--- src/verilog/spims_regs.vh ---
// Register map, field positions, reset values and timing constants of the serial port block.
//------------------------------------------------------------------------------
// Notes on behaviour
//------------------------------------------------------------------------------
//------------------------------------------------------------------------------
`ifndef SPIMS_REGS_VH
`define SPIMS_REGS_VH

// Register indices; the byte address on the bus is four times the index.
`define SPIMS_IDX_DATA    6'h3c
`define SPIMS_IDX_CFG     6'h3d
`define SPIMS_IDX_STS     6'h3e
`define SPIMS_IDX_MASK    6'h3f
`define SPIMS_IDX_PINUSE  6'h3a
`define SPIMS_IDX_GPIO    6'h3b

// Reset values.
`define SPIMS_RST_BYTE    8'h00
`define SPIMS_RST_IRQ     2'h0

// Configuration fields.
`define SPIMS_CFG_SWAP    7
`define SPIMS_CFG_LSB     6
`define SPIMS_CFG_ROLE_HI 5
`define SPIMS_CFG_ROLE_LO 4
`define SPIMS_CFG_CPOL    3
`define SPIMS_CFG_CPHA    2
`define SPIMS_CFG_DIV_HI  1
`define SPIMS_CFG_DIV_LO  0

// Role codes.
`define SPIMS_ROLE_OFF    2'h0
`define SPIMS_ROLE_MASTER 2'h1
`define SPIMS_ROLE_SLAVE  2'h2

// Interrupt status bits.
`define SPIMS_IRQ_RXA     0
`define SPIMS_IRQ_TXE     1

// Pin positions in the use and gpio registers.
`define SPIMS_PIN_SCLK    0
`define SPIMS_PIN_SSEL    1
`define SPIMS_PIN_MOUT    2
`define SPIMS_PIN_MIN     3

// Half period of the master shift clock in core clocks, minus one (divisors 6, 12, 48, 96).
`define SPIMS_HALF_DIV0   6'h02
`define SPIMS_HALF_DIV1   6'h05
`define SPIMS_HALF_DIV2   6'h17
`define SPIMS_HALF_DIV3   6'h2f

// Shift clock edges per byte, minus one.
`define SPIMS_LAST_EDGE   5'h0f

`endif

--- src/verilog/spims_top.v ---
// Serial peripheral port, master or slave, with Avalon-MM register access and interrupt.
//
// The Avalon-MM interface to the registers is this design's own decision.
`timescale 1ns/1ps
`default_nettype none
`include "spims_regs.vh"

module spims_top (
  // Clock and reset
  input  wire        CLOCK_I,
  input  wire        RST_N_I,
  // Avalon-MM slave
  input  wire [7:0]  AVS_ADDRESS_I,
  input  wire        AVS_READ_I,
  input  wire        AVS_WRITE_I,
  input  wire [31:0] AVS_WRITEDATA_I,
  input  wire [3:0]  AVS_BYTEENABLE_I,
  output wire [31:0] AVS_READDATA_O,
  output wire        AVS_WAITREQUEST_O,
  // Interrupt
  output wire        IRQ_O,
  // Shift clock pin
  input  wire        SCLK_I,
  output wire        SCLK_O,
  output wire        SCLK_OE_O,
  // Slave select pin
  input  wire        SSEL_N_I,
  output wire        SSEL_N_O,
  output wire        SSEL_N_OE_O,
  // Master-out data line
  input  wire        MASTER_OUT_LINE_I,
  output wire        MASTER_OUT_LINE_O,
  output wire        MASTER_OUT_LINE_OE_O,
  // Master-in data line
  input  wire        MASTER_IN_LINE_I,
  output wire        MASTER_IN_LINE_O,
  output wire        MASTER_IN_LINE_OE_O
);

  //----------------------------------------------------------------------------
  // Registers
  //----------------------------------------------------------------------------
  reg  [7:0]  cfg_r;
  reg  [7:0]  tx_hold_r;
  reg         tx_full_r;
  reg  [7:0]  tx_sh_r;
  reg  [7:0]  rx_sh_r;
  reg  [7:0]  rx_buf_r;
  reg  [1:0]  sts_r;
  reg  [1:0]  mask_r;
  reg  [3:0]  pin_use_r;
  reg  [3:0]  gpio_out_r;
  reg  [3:0]  gpio_oe_r;
  reg         busy_r;
  reg  [4:0]  edge_cnt_r;
  reg  [5:0]  div_cnt_r;
  reg         sclk_ph_r;
  reg         sclk_prev_r;
  reg         ack_r;
  reg  [31:0] rdata_r;

  //----------------------------------------------------------------------------
  // Decode of configuration
  //----------------------------------------------------------------------------
  wire [1:0]  role     = cfg_r[`SPIMS_CFG_ROLE_HI:`SPIMS_CFG_ROLE_LO];
  wire        is_mst   = (role == `SPIMS_ROLE_MASTER);
  wire        is_slv   = (role == `SPIMS_ROLE_SLAVE);
  wire        swap     = cfg_r[`SPIMS_CFG_SWAP];
  wire        lsb1st   = cfg_r[`SPIMS_CFG_LSB];
  wire        cpol     = cfg_r[`SPIMS_CFG_CPOL];
  wire        cpha     = cfg_r[`SPIMS_CFG_CPHA];
  wire [1:0]  div_sel  = cfg_r[`SPIMS_CFG_DIV_HI:`SPIMS_CFG_DIV_LO];
  reg  [5:0]  half_div;

  always @* begin
    case (div_sel)
      2'h0:    half_div = `SPIMS_HALF_DIV0;
      2'h1:    half_div = `SPIMS_HALF_DIV1;
      2'h2:    half_div = `SPIMS_HALF_DIV2;
      default: half_div = `SPIMS_HALF_DIV3;
    endcase
  end

  //----------------------------------------------------------------------------
  // Serial data path
  //----------------------------------------------------------------------------
  // The block drives master-out as master and master-in as slave; swap reverses this.
  wire        drive_mout = is_mst ^ swap;
  wire        din        = drive_mout ? MASTER_IN_LINE_I : MASTER_OUT_LINE_I;
  wire        dout       = lsb1st ? tx_sh_r[0] : tx_sh_r[7];
  wire [7:0]  rx_next    = lsb1st ? {din, rx_sh_r[7:1]} : {rx_sh_r[6:0], din};
  wire [7:0]  tx_next    = lsb1st ? {1'b0, tx_sh_r[7:1]} : {tx_sh_r[6:0], 1'b0};

  // Even edge indices are leading edges; sampling follows the phase bit.
  wire        samp_edge  = (edge_cnt_r[0] == cpha);
  wire        skip_shift = cpha && (edge_cnt_r == 5'h00);
  wire        last_edge  = (edge_cnt_r == `SPIMS_LAST_EDGE);

  wire        slv_sel    = is_slv && !SSEL_N_I;
  wire        mst_start  = is_mst && !busy_r && tx_full_r;
  wire        slv_start  = slv_sel && !busy_r;
  wire        start      = mst_start || slv_start;
  wire        mst_edge   = is_mst && busy_r && (div_cnt_r == 6'h00);
  wire        slv_edge   = slv_sel && busy_r && (SCLK_I != sclk_prev_r);
  wire        shift_ev   = mst_edge || slv_edge;
  wire        abort      = busy_r && !(is_mst || slv_sel);

  wire        ev_rxa     = shift_ev && last_edge;
  wire        ev_txe     = start && tx_full_r;

  //----------------------------------------------------------------------------
  // Avalon-MM access
  //----------------------------------------------------------------------------
  wire        req      = AVS_READ_I || AVS_WRITE_I;
  wire [5:0]  idx      = AVS_ADDRESS_I[7:2];
  wire        wr_do    = AVS_WRITE_I && ack_r && AVS_BYTEENABLE_I[0];
  wire [7:0]  wbyte    = AVS_WRITEDATA_I[7:0];
  reg  [7:0]  rd_mux;

  assign AVS_WAITREQUEST_O = req && !ack_r;
  assign AVS_READDATA_O    = rdata_r;

  always @* begin
    case (idx)
      `SPIMS_IDX_DATA:   rd_mux = rx_buf_r;
      `SPIMS_IDX_CFG:    rd_mux = cfg_r;
      `SPIMS_IDX_STS:    rd_mux = {SSEL_N_I, SCLK_I, MASTER_IN_LINE_I, MASTER_OUT_LINE_I,
                                   tx_full_r, busy_r, sts_r};
      `SPIMS_IDX_MASK:   rd_mux = {6'h00, mask_r};
      `SPIMS_IDX_PINUSE: rd_mux = {4'h0, pin_use_r};
      `SPIMS_IDX_GPIO:   rd_mux = {gpio_oe_r, gpio_out_r};
      default:           rd_mux = 8'h00;
    endcase
  end

  always @(posedge CLOCK_I) begin
    if (!RST_N_I) begin
      ack_r   <= 1'b0;
      rdata_r <= 32'h0000_0000;
    end else begin
      ack_r   <= req && !ack_r;
      rdata_r <= (AVS_READ_I && !ack_r) ? {24'h000000, rd_mux} : 32'h0000_0000;
    end
  end

  //----------------------------------------------------------------------------
  // Software registers and interrupt status
  //----------------------------------------------------------------------------
  always @(posedge CLOCK_I) begin
    if (!RST_N_I) begin
      cfg_r      <= `SPIMS_RST_BYTE;
      mask_r     <= `SPIMS_RST_IRQ;
      sts_r      <= `SPIMS_RST_IRQ;
      pin_use_r  <= 4'h0;
      gpio_out_r <= 4'h0;
      gpio_oe_r  <= 4'h0;
    end else begin
      if (wr_do && idx == `SPIMS_IDX_CFG)
        cfg_r <= wbyte;
      if (wr_do && idx == `SPIMS_IDX_MASK)
        mask_r <= wbyte[1:0];
      if (wr_do && idx == `SPIMS_IDX_PINUSE)
        pin_use_r <= wbyte[3:0];
      if (wr_do && idx == `SPIMS_IDX_GPIO) begin
        gpio_out_r <= wbyte[3:0];
        gpio_oe_r  <= wbyte[7:4];
      end
      // A new event in the clearing cycle keeps its bit set.
      sts_r <= (sts_r & ~((wr_do && idx == `SPIMS_IDX_STS) ? wbyte[1:0] : 2'h0))
             | {ev_txe, ev_rxa};
    end
  end

  assign IRQ_O = |(sts_r & mask_r);

  //----------------------------------------------------------------------------
  // Transfer engine
  //----------------------------------------------------------------------------
  always @(posedge CLOCK_I) begin
    if (!RST_N_I) begin
      tx_hold_r   <= `SPIMS_RST_BYTE;
      tx_full_r   <= 1'b0;
      tx_sh_r     <= `SPIMS_RST_BYTE;
      rx_sh_r     <= `SPIMS_RST_BYTE;
      rx_buf_r    <= `SPIMS_RST_BYTE;
      busy_r      <= 1'b0;
      edge_cnt_r  <= 5'h00;
      div_cnt_r   <= 6'h00;
      sclk_ph_r   <= 1'b0;
      sclk_prev_r <= 1'b0;
    end else begin
      sclk_prev_r <= SCLK_I;
      if (abort || role == `SPIMS_ROLE_OFF) begin
        busy_r     <= 1'b0;
        edge_cnt_r <= 5'h00;
        sclk_ph_r  <= 1'b0;
      end else if (start) begin
        // The holding byte moves to the shifter; in slave mode an empty holder repeats its last byte.
        tx_sh_r    <= tx_hold_r;
        tx_full_r  <= 1'b0;
        busy_r     <= 1'b1;
        edge_cnt_r <= 5'h00;
        div_cnt_r  <= half_div;
        sclk_ph_r  <= 1'b0;
      end else if (shift_ev) begin
        div_cnt_r  <= half_div;
        sclk_ph_r  <= !sclk_ph_r;
        edge_cnt_r <= edge_cnt_r + 5'h01;
        if (samp_edge)
          rx_sh_r <= rx_next;
        else if (!skip_shift)
          tx_sh_r <= tx_next;
        if (last_edge) begin
          busy_r   <= 1'b0;
          rx_buf_r <= samp_edge ? rx_next : rx_sh_r;
        end
      end else if (is_mst && busy_r) begin
        div_cnt_r <= div_cnt_r - 6'h01;
      end
      if (wr_do && idx == `SPIMS_IDX_DATA) begin
        tx_hold_r <= wbyte;
        tx_full_r <= 1'b1;
      end
    end
  end

  //----------------------------------------------------------------------------
  // Pin steering
  //----------------------------------------------------------------------------
  wire        active   = is_mst || is_slv;
  wire        own_sclk = active && pin_use_r[`SPIMS_PIN_SCLK];
  wire        own_ssel = is_mst && pin_use_r[`SPIMS_PIN_SSEL];
  wire        own_mout = active && pin_use_r[`SPIMS_PIN_MOUT];
  wire        own_min  = active && pin_use_r[`SPIMS_PIN_MIN];
  wire        drv_data = is_mst || slv_sel;

  assign SCLK_O      = own_sclk ? (cpol ^ sclk_ph_r) : gpio_out_r[`SPIMS_PIN_SCLK];
  assign SCLK_OE_O   = own_sclk ? is_mst : gpio_oe_r[`SPIMS_PIN_SCLK];
  assign SSEL_N_O    = own_ssel ? !busy_r : gpio_out_r[`SPIMS_PIN_SSEL];
  // Direction of the select pin always stays with firmware.
  assign SSEL_N_OE_O = gpio_oe_r[`SPIMS_PIN_SSEL];

  assign MASTER_OUT_LINE_O    = own_mout ? dout : gpio_out_r[`SPIMS_PIN_MOUT];
  assign MASTER_OUT_LINE_OE_O = own_mout ? (drive_mout && drv_data) : gpio_oe_r[`SPIMS_PIN_MOUT];
  assign MASTER_IN_LINE_O     = own_min ? dout : gpio_out_r[`SPIMS_PIN_MIN];
  assign MASTER_IN_LINE_OE_O  = own_min ? (!drive_mout && drv_data) : gpio_oe_r[`SPIMS_PIN_MIN];

endmodule // spims_top

`default_nettype wire

--- config.mk ---
export PLATFORM = sky130hd
export DESIGN_NAME = spims_top
export DESIGN_NICKNAME = d
export VERILOG_FILES = /design/src/verilog/spims_top.v
export VERILOG_INCLUDE_DIRS = /design/src /design/src/verilog
export SDC_FILE = /design/constraint.sdc
export NUM_CORES = 1
export LEC_CHECK = 0
export BUFFER_PORTS_ARGS = -buffer_cell sky130_fd_sc_hd__buf_2
export CAP_MARGIN = 30
export CELL_PAD_IN_SITES_DETAIL_PLACEMENT = 0
export CELL_PAD_IN_SITES_GLOBAL_PLACEMENT = 2
export CORE_MARGIN = 3
export CORE_UTILIZATION = 32
export DETAILED_ROUTE_END_ITERATION = 10
export PLACE_DENSITY_LB_ADDON = 0.12
export SKIP_CTS_REPAIR_TIMING = 1
export SLEW_MARGIN = 20
export SYNTH_ARGS = -nofsm -noshare
export SYNTH_HDL_FRONTEND = slang
export SYNTH_SLANG_ARGS = --single-unit
--- constraint.sdc ---
create_clock -name CLOCK_I -period 2.2 [get_ports CLOCK_I]
set_input_delay 0.44 -clock CLOCK_I [delete_from_list [all_inputs] [get_ports CLOCK_I]]
set_output_delay 0.44 -clock CLOCK_I [all_outputs]
set_load 0.01 [all_outputs]
==> results of run 1 <==
## worst register-to-register path, stage by stage (launching register included)
cell	delay [ns]
dfxtp_2	0.35
inv_2	0.09
ha_2	0.20
and2b_1	0.19
a32oi_2	0.18
buf_4	0.20
nor2_4	0.29
mux2i_1	0.25
nor2_1	0.06
## cell usage after synthesis, types with 5 or more instances
cell type / n
nand2_1: 51
ha_1: 8
o22ai_1: 14
dfxtp_1: 80
a22oi_1: 15
o21ai_0: 17
a21oi_1: 28
mux2_2: 8
a32oi_1: 5
mux2i_1: 50
nor2_1: 55
buf_4: 29
nor2b_1: 5
a31oi_1: 7
inv_1: 9
nand3_1: 11
clkbuf_1: 12
## metal layers
metal  share of wire  up-vias  track usage
li1                -     1754            -
met1            0.47     1626        0.226
met2            0.47       75        0.268
met3           0.040       15       0.0270
met4           0.019        0       0.0658
met5               0        -            0
## power groups by stage
stage	registers (W)	logic, W	clock network [W]
CTS	0.00145	0.000137	0.00159
detailed placement	0.00149	0.000137	0
finish	0.00145	0.000136	0.00154
global route	0.00145	0.000149	0.00164
global placement	0.00149	0.000137	0
floorplan	0.00149	0.000103	0
## through the flow
step	total power, W	setup TNS, ns	instance area (sq um)	setup WS [ns]	util
after floorplan	0.00159	0	4350	0.322	-
after global placement	0.00162	0	4630	0.189	0.361
after detailed placement	0.00162	0	4630	0.130	0.361
after CTS	0.00318	-0.189	4930	-0.127	0.385
after global routing	0.00324	0	4970	0.0155	0.388
final	0.00313	0	4970	0.0994	0.388
## worst max-delay path by stage
stage,cells after the start,to
finish,5,SCLK_OE_O
global route,7,MASTER_IN_LINE_OE_O
CTS,5,SCLK_OE_O
detailed placement,7,rx_sh_r[4]$_SDFFE_PN0P_
global placement,7,rx_sh_r[6]$_SDFFE_PN0P_
floorplan,9,rx_buf_r[1]$_SDFFE_PN0P_
## final cells by class
cell class,instances,share of cell area
Multi-Input combinational cell,362,0.488
Inverter,11,0.00831
Clock buffer,9,0.0453
Timing Repair Buffer,64,0.0765
Clock inverter,7,0.0159
Sequential cell,80,0.323
Tap cell,172,0.0433
## registers in the layout (all words and copies together) (netlist names), 2 cells and up
name            cells
AVS_READDATA_O      8
cfg_r               8
div_cnt_r           6
edge_cnt_r          5
gpio_oe_r           4
gpio_out_r          4
mask_r              2
pin_use_r           4
rx_buf_r            8
rx_sh_r             8
sts_r               2
tx_hold_r           8
tx_sh_r             8
## kinds of logic (layout without fill, tap and decap cells)
| logic type | count (synthesis) | after routing | share of synthesized area |
|---|---|---|---|
| buf+inv | 60 | 91 | 0.0848 |
| simple gates | 155 | 155 | 0.183 |
| mux | 60 | 60 | 0.149 |
| fa+ha+maj | 8 | 8 | 0.0235 |
| flops | 80 | 80 | 0.376 |
| other cells | 1 | 24 | 0.000880 |
| xor+xnor | 8 | 8 | 0.0182 |
| compound gates | 107 | 107 | 0.165 |
==> reports/results.ini, run 1 <==
[power_and_ir_drop]
power.switching_w = 0.000755
p_seq_frac = 0.464
ir_drop_uv = 395
power_frac_clock = 0.493
switching_share = 0.241
p_leak_nw = 1.80
pwr_density_cell_nw_per_um2 = 631
power_frac_comb = 0.043
cell_internal_pwr_w = 0.00238

[cts]
clockBufferDepth = 2
cts_root_buf = clkbuf_16
clock-sinks = 80
cts_buffers = 9
clk_latency_ns = 0.34
cts_tree = done
cts_max_level = 3
clk_pin_slew_ns = 0.06

[placed_design]
io_buffers = 40
hpwl_microns = 8780
place_inst = 689
gp_congestion = 0.798

[setup_path]
worst_r2r_endpoint = rx_sh_r[4]$_SDFFE_PN0P_
crit_buf_inv = 2
rrSetupSlack_ns = 0.25
crit_start = cfg_r[4]$_SDFFE_PN0P_
slowest_delay_ns = 0.39
slowest_stage = dfxtp_2
cp_max_fo = 9
crit_path_end_kind = output pin
reg2reg_from = cfg_r[4]$_SDFFE_PN0P_
worstPathRequired_ns = 1.76
r2r_cells = 8
start_kind = flop
crit_type = reg2out
path_cells = inv_2 -> ha_4 -> nand2_1 -> o21ai_0 -> buf_2
worstPathArrival_ns = 1.66
cp_top_family = flip-flops

[synth]
yosys_warnings = 0
synth_area_leaders = dfxtp_1, mux2i_1, buf_4
synth-seq-area-share = 0.376
synthCells = 479
synth_top_area_share = 0.376
ys_ff_latch = 80
synthArstFlopShare = 0
yosys.area.top_type = dfxtp_1
ys_types = 59
syn_area_sq_um = 4260
synth-edff-count = 0
syn_area_per_cell_sq_um = 8.90
synthFlopType = dfxtp_1

[finish]
layout-drive-gt1-share = 0.221
final_common_cell = dfxtp_1
fin_cells = 705
final_cell_mix = dfxtp_1, nor2_1, nand2_1
fillers = 1373
syn_to_final_growth_pct = 16.6
nets = 588
final-seq-area_sq_um = 1600
antenna_cells = 0
multi_input_area_sq_um = 2420

[hold_path]
holdPathStages = 3
hold_path.startpoint = AVS_WRITEDATA_I[7]
hp-class = in2reg
min_to = tx_hold_r[7]$_SDFFE_PN0P_

[route]
dr.pass1.iters = 6
ant_nets = 0
drc = 0
via_per_inst = 4.92
wl_per_cell_microns = 16.7
vias = 3470
drt_iter0_drc = 276
routed_wirelength_microns = 11700

[global_routing]
gr-usage-all-layers = 0.168
antenna_found_initial = 0
grt_pass1_vias = 3370
grt_pass1_wl_microns = 18700
grt_start_max_net_pins = 30
grt-ovfl-total = 0

[floorplanning]
coreArea_sq_um = 12800
die_x_microns = 121
die_area_sq_um = 14700
rows = 41
start_util = 0.332
die_y_microns = 121
io_pins = 94

[timing]
min_period_over_period = 0.955
min_period_ns = 2.10
rsz0062_at_grt = false
max_clock_freq_mhz = 476
skew_ns = 0.00732
slew_viol_final = 0
fin_hold_ws_ns = 0.377
setup_viol = 0
slew-limit-headroom = 0.621
worstMarginPinSlew_ns = 0.568
finalHoldViolations = 0

[flow_run]
drv_cap = 0

[status]
status = finished, final reports clean

Power figures use the tool's default switching activity.
==> run 2: changes to the inputs <==
--- a/config.mk
+++ b/config.mk
@@ -11,7 +11,7 @@
 export CELL_PAD_IN_SITES_DETAIL_PLACEMENT = 0
 export CELL_PAD_IN_SITES_GLOBAL_PLACEMENT = 2
 export CORE_MARGIN = 3
-export CORE_UTILIZATION = 32
+export CORE_UTILIZATION = 25
 export DETAILED_ROUTE_END_ITERATION = 10
 export PLACE_DENSITY_LB_ADDON = 0.12
 export SKIP_CTS_REPAIR_TIMING = 1
==> reports/results.ini, run 2 (synthesis gave the netlist of run 1 again) <==
[setup_path]
start_kind = flop  ; unchanged
rrSetupSlack_ns = 0.20  ; was 0.25 ns
r2r_cells = 8  ; unchanged
crit_type = reg2out  ; unchanged
worstPathArrival_ns = 1.66  ; about the same
reg2reg_from = div_cnt_r[0]$_SDFFE_PN0P_  ; was cfg_r[4]$_SDFFE_PN0P_
worstPathRequired_ns = 1.76  ; about the same
cp_max_fo = 6  ; was 9
worst_r2r_endpoint = div_cnt_r[5]$_SDFFE_PN0P_  ; was rx_sh_r[4]$_SDFFE_PN0P_
crit_path_end_kind = output pin  ; unchanged

[floorplanning]
die_x_microns = 137  ; was 121 microns
start_util = 0.256  ; was 0.332
die_area_sq_um = 18700  ; was 14,700 sq um
coreArea_sq_um = 16600  ; was 12,800 sq um
rows = 47  ; was 41
io_pins = 94  ; unchanged
die_y_microns = 137  ; was 121 microns

[timing]
min_period_ns = 2.10  ; about the same
rsz0062_at_grt = false  ; unchanged
slew_viol_final = 0  ; unchanged
min_period_over_period = 0.956  ; was 0.955
finalHoldViolations = 0  ; unchanged
setup_viol = 0  ; unchanged
fin_hold_ws_ns = 0.381  ; was 0.377 ns
skew_ns = 0.00745  ; was 0.00732 ns
tns_ns = 0  ; unchanged
max_clock_freq_mhz = 476  ; about the same

[cts]
clock-sinks = 80  ; unchanged
cts_buffers = 9  ; unchanged
cts_tree = done  ; unchanged
clk_latency_ns = 0.35  ; was 0.34 ns
cts_max_level = 3  ; unchanged
cts_root_buf = clkbuf_16  ; unchanged
clk_pin_slew_ns = 0.06  ; about the same
clockBufferDepth = 2  ; unchanged

[route]
drc = 0  ; unchanged
via_per_inst = 4.64  ; was 4.92
vias = 3514  ; was 3,470
routed_wirelength_microns = 13000  ; was 11,700 microns
drt_iter0_drc = 141  ; was 276
ant_nets = 0  ; unchanged
wl_per_cell_microns = 17.2  ; was 16.7 microns
dr.pass1.iters = 4  ; was 6

[power_and_ir_drop]
power.switching_w = 0.000721  ; was 0.000755 W
p_seq_frac = 0.452  ; was 0.464
cell_internal_pwr_w = 0.00250  ; was 0.00238 W
ir_drop_uv = 402  ; was 395 uV
switching_share = 0.224  ; was 0.241
pwr_density_cell_nw_per_um2 = 627  ; was 631 nW/um^2
p_leak_nw = 1.85  ; was 1.80 nW
report.power.total_w = 0.00322  ; was 0.00313 W
power_frac_clock = 0.503  ; was 0.493
power_frac_comb = 0.046  ; was 0.043

[finish]
final_common_cell = dfxtp_1  ; unchanged
antenna_cells = 0  ; unchanged
final_cell_mix = dfxtp_1, nor2_1, nand2_1  ; unchanged
design_area_sq_um = 5130  ; was 4970 sq um
nets = 593  ; was 588
layout-drive-gt1-share = 0.229  ; was 0.221
syn_to_final_growth_pct = 20.4  ; was 16.6%
fin_cells = 758  ; was 705

[status]
status = finished, final reports clean  ; unchanged

[placed_design]
hpwl_microns = 9620  ; was 8780 microns
io_buffers = 40  ; unchanged
gp_congestion = 0.756  ; was 0.798
dpl-instance-area_sq_um = 4750  ; was 4630 sq um
place_inst = 741  ; was 689

[global_routing]
antenna_found_initial = 0  ; unchanged
grt_start_max_net_pins = 55  ; was 30
grt-ovfl-total = 0  ; unchanged
grt_pass1_vias = 3473  ; was 3,370
gr-usage-all-layers = 0.144  ; was 0.168
grt_pass1_wl_microns = 19900  ; was 18,700 microns

[hold_path]
hold_path.startpoint = AVS_WRITEDATA_I[7]  ; unchanged
min_to = cfg_r[7]$_SDFFE_PN0P_  ; was tx_hold_r[7]$_SDFFE_PN0P_
holdPathStages = 3  ; unchanged
hp-class = in2reg  ; unchanged

[flow_run]
drv_cap = 0  ; unchanged

-- run 2: changes by cell type in the layout (fill, tap and decap cells not counted), moves of 2 or more --
cell        delta
clkbuf_8       +4
buf_4          +3
clkinvlp_4     -3
buf_12         +2
inv_6          -2
-- run 2: power by group through the flow --
stage	Combinational [W]	Clock [W]	Sequential, W
floorplan	0.000103	0	0.00149
global placement	0.000147	0	0.00149
detailed placement	0.000147	0	0.00149
CTS	0.000147	0.00167	0.00145
global route	0.000160	0.00173	0.00145
finish	0.000146	0.00162	0.00145
-- run 2: worst max-delay path, stage by stage, from the launching register on --
cell	delay (ns)
dfxtp_4	0.36
inv_2	0.06
ha_4	0.18
buf_4	0.17
nor3_2	0.10
a21oi_1	0.06
a31oi_1	0.21
buf_2	0.17
-- run 2: area by class of cell --
type | instances | area [sq um]
clock inverters | 2 | 35.0
fillers | 1776 | 11500
well taps | 220 | 275
multi-input cells | 362 | 2450
flip-flops and latches | 80 | 1610
inverters | 11 | 41.3
repair buffers | 69 | 443
clock buffers | 14 | 284
-- run 2: per-layer routing --
metal  GRT usage  vias to the layer above  routed length [microns]
met5           0                        -                        0
met4      0.0554                        0                      320
met3      0.0357                       21                      553
met2       0.230                       68                     6150
met1       0.187                     1667                     5990
li1            -                     1758                        -
-- run 2: worst max path at each step --
stage / from / to / slack, ns
6_report: cfg_r[5]$_SDFFE_PN0P_ / MASTER_IN_LINE_OE_O / 0.1
5_1_grt: cfg_r[5]$_SDFFE_PN0P_ / MASTER_IN_LINE_OE_O / 0.004
4_1_cts: cfg_r[5]$_SDFFE_PN0P_ / MASTER_IN_LINE_OE_O / -0.18
3_5_place_dp: cfg_r[5]$_SDFFE_PN0P_ / div_cnt_r[3]$_SDFFE_PN0P_ / 0.02
3_3_place_gp: cfg_r[5]$_SDFFE_PN0P_ / div_cnt_r[5]$_SDFFE_PN0P_ / 0.03
2_1_floorplan: cfg_r[4]$_SDFFE_PN0P_ / rx_buf_r[1]$_SDFFE_PN0P_ / 0.32
-- run 2: metrics by stage --
| step | util | setup WS [ns] |
|---|---|---|
| after floorplan | - | 0.322 |
| after global placement | 0.285 | 0.0279 |
| after detailed placement | 0.285 | 0.0179 |
| after CTS | 0.304 | -0.176 |
| after global routing | 0.308 | 0.00406 |
| final | 0.308 | 0.0974 |
==> run 3: changes to the inputs <==
==> constraint.sdc (replaced) <==
create_clock -name CLOCK_I -period 1.8 [get_ports CLOCK_I]
set_input_delay 0.36 -clock CLOCK_I [delete_from_list [all_inputs] [get_ports CLOCK_I]]
set_output_delay 0.36 -clock CLOCK_I [all_outputs]
set_load 0.01 [all_outputs]
==> reports/results.ini, run 3 (synthesis gave the netlist of run 1 again) <==
[finish]
antenna_cells = 0  ; unchanged
syn_to_final_growth_pct = 39.7  ; was 20.4%
layout-drive-gt1-share = 0.373  ; was 0.229
fin_cells = 810  ; was 758
utilization = 0.358  ; was 0.308
final_cell_mix = dfxtp_1, nor2_1, buf_4  ; was dfxtp_1, nor2_1, nand2_1
final_common_cell = dfxtp_1  ; unchanged
nets = 646  ; was 593

[setup_path]
crit_path_end_kind = output pin  ; unchanged
start_kind = flop  ; unchanged
crit_type = reg2out  ; unchanged
crit_start = cfg_r[5]$_SDFFE_PN0P_  ; unchanged
cp-endpoint = MASTER_IN_LINE_OE_O  ; unchanged
rrSetupSlack_ns = -0.18  ; was 0.20 ns
r2r_cells = 9  ; was 8
worstPathRequired_ns = 1.44  ; was 1.76 ns
worstPathArrival_ns = 1.74  ; was 1.66 ns
reg2reg_from = cfg_r[4]$_SDFFE_PN0P_  ; was div_cnt_r[0]$_SDFFE_PN0P_
cp_max_fo = 3  ; was 6
worst_r2r_endpoint = rx_buf_r[3]$_SDFFE_PN0P_  ; was div_cnt_r[5]$_SDFFE_PN0P_

[floorplanning]
die_x_microns = 137  ; unchanged
die_area_sq_um = 18700  ; unchanged
io_pins = 94  ; unchanged
die_y_microns = 137  ; unchanged
coreArea_sq_um = 16600  ; unchanged
rows = 47  ; unchanged
start_util = 0.256  ; unchanged

[cts]
clk_pin_slew_ns = 0.06  ; about the same
cts_buffers = 9  ; unchanged
clk_latency_ns = 0.35  ; about the same
clock-sinks = 80  ; unchanged
cts_max_level = 3  ; unchanged
cts_tree = done  ; unchanged
cts_root_buf = clkbuf_16  ; unchanged
clockBufferDepth = 2  ; unchanged

[placed_design]
hpwl_microns = 10100  ; was 9620 microns
io_buffers = 40  ; unchanged
place_inst = 777  ; was 741
gp_congestion = 0.758  ; was 0.756

[status]
violations = setup timing
status = finished with violations  ; was finished, final reports clean

[route]
wl_per_cell_microns = 17.0  ; was 17.2 microns
vias = 3786  ; was 3,514
drt_iter0_drc = 144  ; was 141
drt-met1-wl_microns = 6250  ; was 5990 microns
routed_wirelength_microns = 13800  ; was 13,000 microns
wl_met3_microns = 318  ; was 553 microns
ant_nets = 0  ; unchanged
top_layer = met4  ; unchanged
drc = 0  ; unchanged
dr.pass1.iters = 4  ; unchanged
wl_met2_microns = 6760  ; was 6150 microns
via_per_inst = 4.67  ; was 4.64

[global_routing]
antenna_found_initial = 0  ; unchanged
grt_start_max_net_pins = 23  ; was 55
gr-usage-all-layers = 0.146  ; was 0.144
grt_pass1_wl_microns = 20700  ; was 19,900 microns
grt-ovfl-total = 0  ; unchanged
grt_pass1_vias = 3610  ; was 3,473

[timing]
max_clock_freq_mhz = 477
setup_ws_ns = -0.297  ; was 0.0974 ns
skew_ns = 0.00998  ; was 0.00745 ns
rsz0062_at_grt = true  ; was false
setup_viol = 37  ; was 0
min_period_ns = 2.10
finalHoldViolations = 0  ; unchanged
slew_viol_final = 0  ; unchanged
min_period_over_period = 1.17

[flow_run]
drv_cap = 0  ; unchanged

[hold_path]
hp-class = in2reg  ; unchanged
hold_path.startpoint = AVS_WRITEDATA_I[5]  ; was AVS_WRITEDATA_I[7]

[power_and_ir_drop]
ir_drop_uv = 404  ; was 402 uV
p_leak_nw = 2.23  ; was 1.85 nW
pwr_density_cell_nw_per_um2 = 628  ; was 627 nW/um^2

==> run 3: routing by layer <==
layer  vias to the layer above  global-route usage
met4                         0              0.0649
met5                         -                   0
met3                        26              0.0228
li1                       1871                   -
met1                      1836               0.191
met2                        53               0.239
==> run 3: how the worst min path moves through the flow <==
stage | depth (start not counted) | slack (ns) | to
after floorplan | 2 | 0.43 | AVS_READDATA_O[1]$_SDFF_PN0_
after global placement | 2 | 0.46 | tx_sh_r[7]$_SDFFE_PN0P_
after detailed placement | 2 | 0.46 | AVS_READDATA_O[2]$_SDFF_PN0_
after CTS | 3 | 0.29 | tx_hold_r[5]$_SDFFE_PN0P_
after global routing | 3 | 0.31 | tx_hold_r[5]$_SDFFE_PN0P_
final | 3 | 0.30 | tx_hold_r[5]$_SDFFE_PN0P_
==> run 3: report_power, final <==
part / leakage (nW) / switching, W / internal [W] / total (W)
sequential: 0.647 / 0.00000360 / 0.00177 / 0.00177
combinational: 1.45 / 0.000130 / 0.0000636 / 0.000193
clock: 0.134 / 0.000770 / 0.00100 / 0.00177
==> run 3: per-stage QoR <==
stage          area, sq um  setup slack (ns)  power, W  setup TNS [ns]  hold WS, ns
4_1_cts               5330            -0.445   0.00382           -9.44        0.291
3_5_place_dp          5050            -0.290   0.00201           -6.74        0.460
5_1_grt               5950            -0.366   0.00389           -7.00        0.313
2_1_floorplan         4360            0.0163   0.00194               0        0.431
3_3_place_gp          5050            -0.255   0.00201           -5.98        0.462
6_report              5950            -0.297   0.00374           -4.01        0.300
==> run 3: cell type report <==
cell class              instances  area [sq um]
fillers                      1715         10700
multi-input cells             362          2740
flip-flops and latches         80          1610
repair buffers                122          1000
well taps                     220           275
clock buffers                  11           253
inverters                      11          46.3
clock inverters                 4          28.8
==> run 3: worst max-delay path, cell delays in order (launching register included) <==
cell and delay [ns]:
dfxtp_4 0.37, buf_6 0.11, ha_4 0.14, nand2b_4 0.06
buf_6 0.12, nor3_4 0.16, a21oi_2 0.04, a31oi_1 0.23
buf_2 0.17
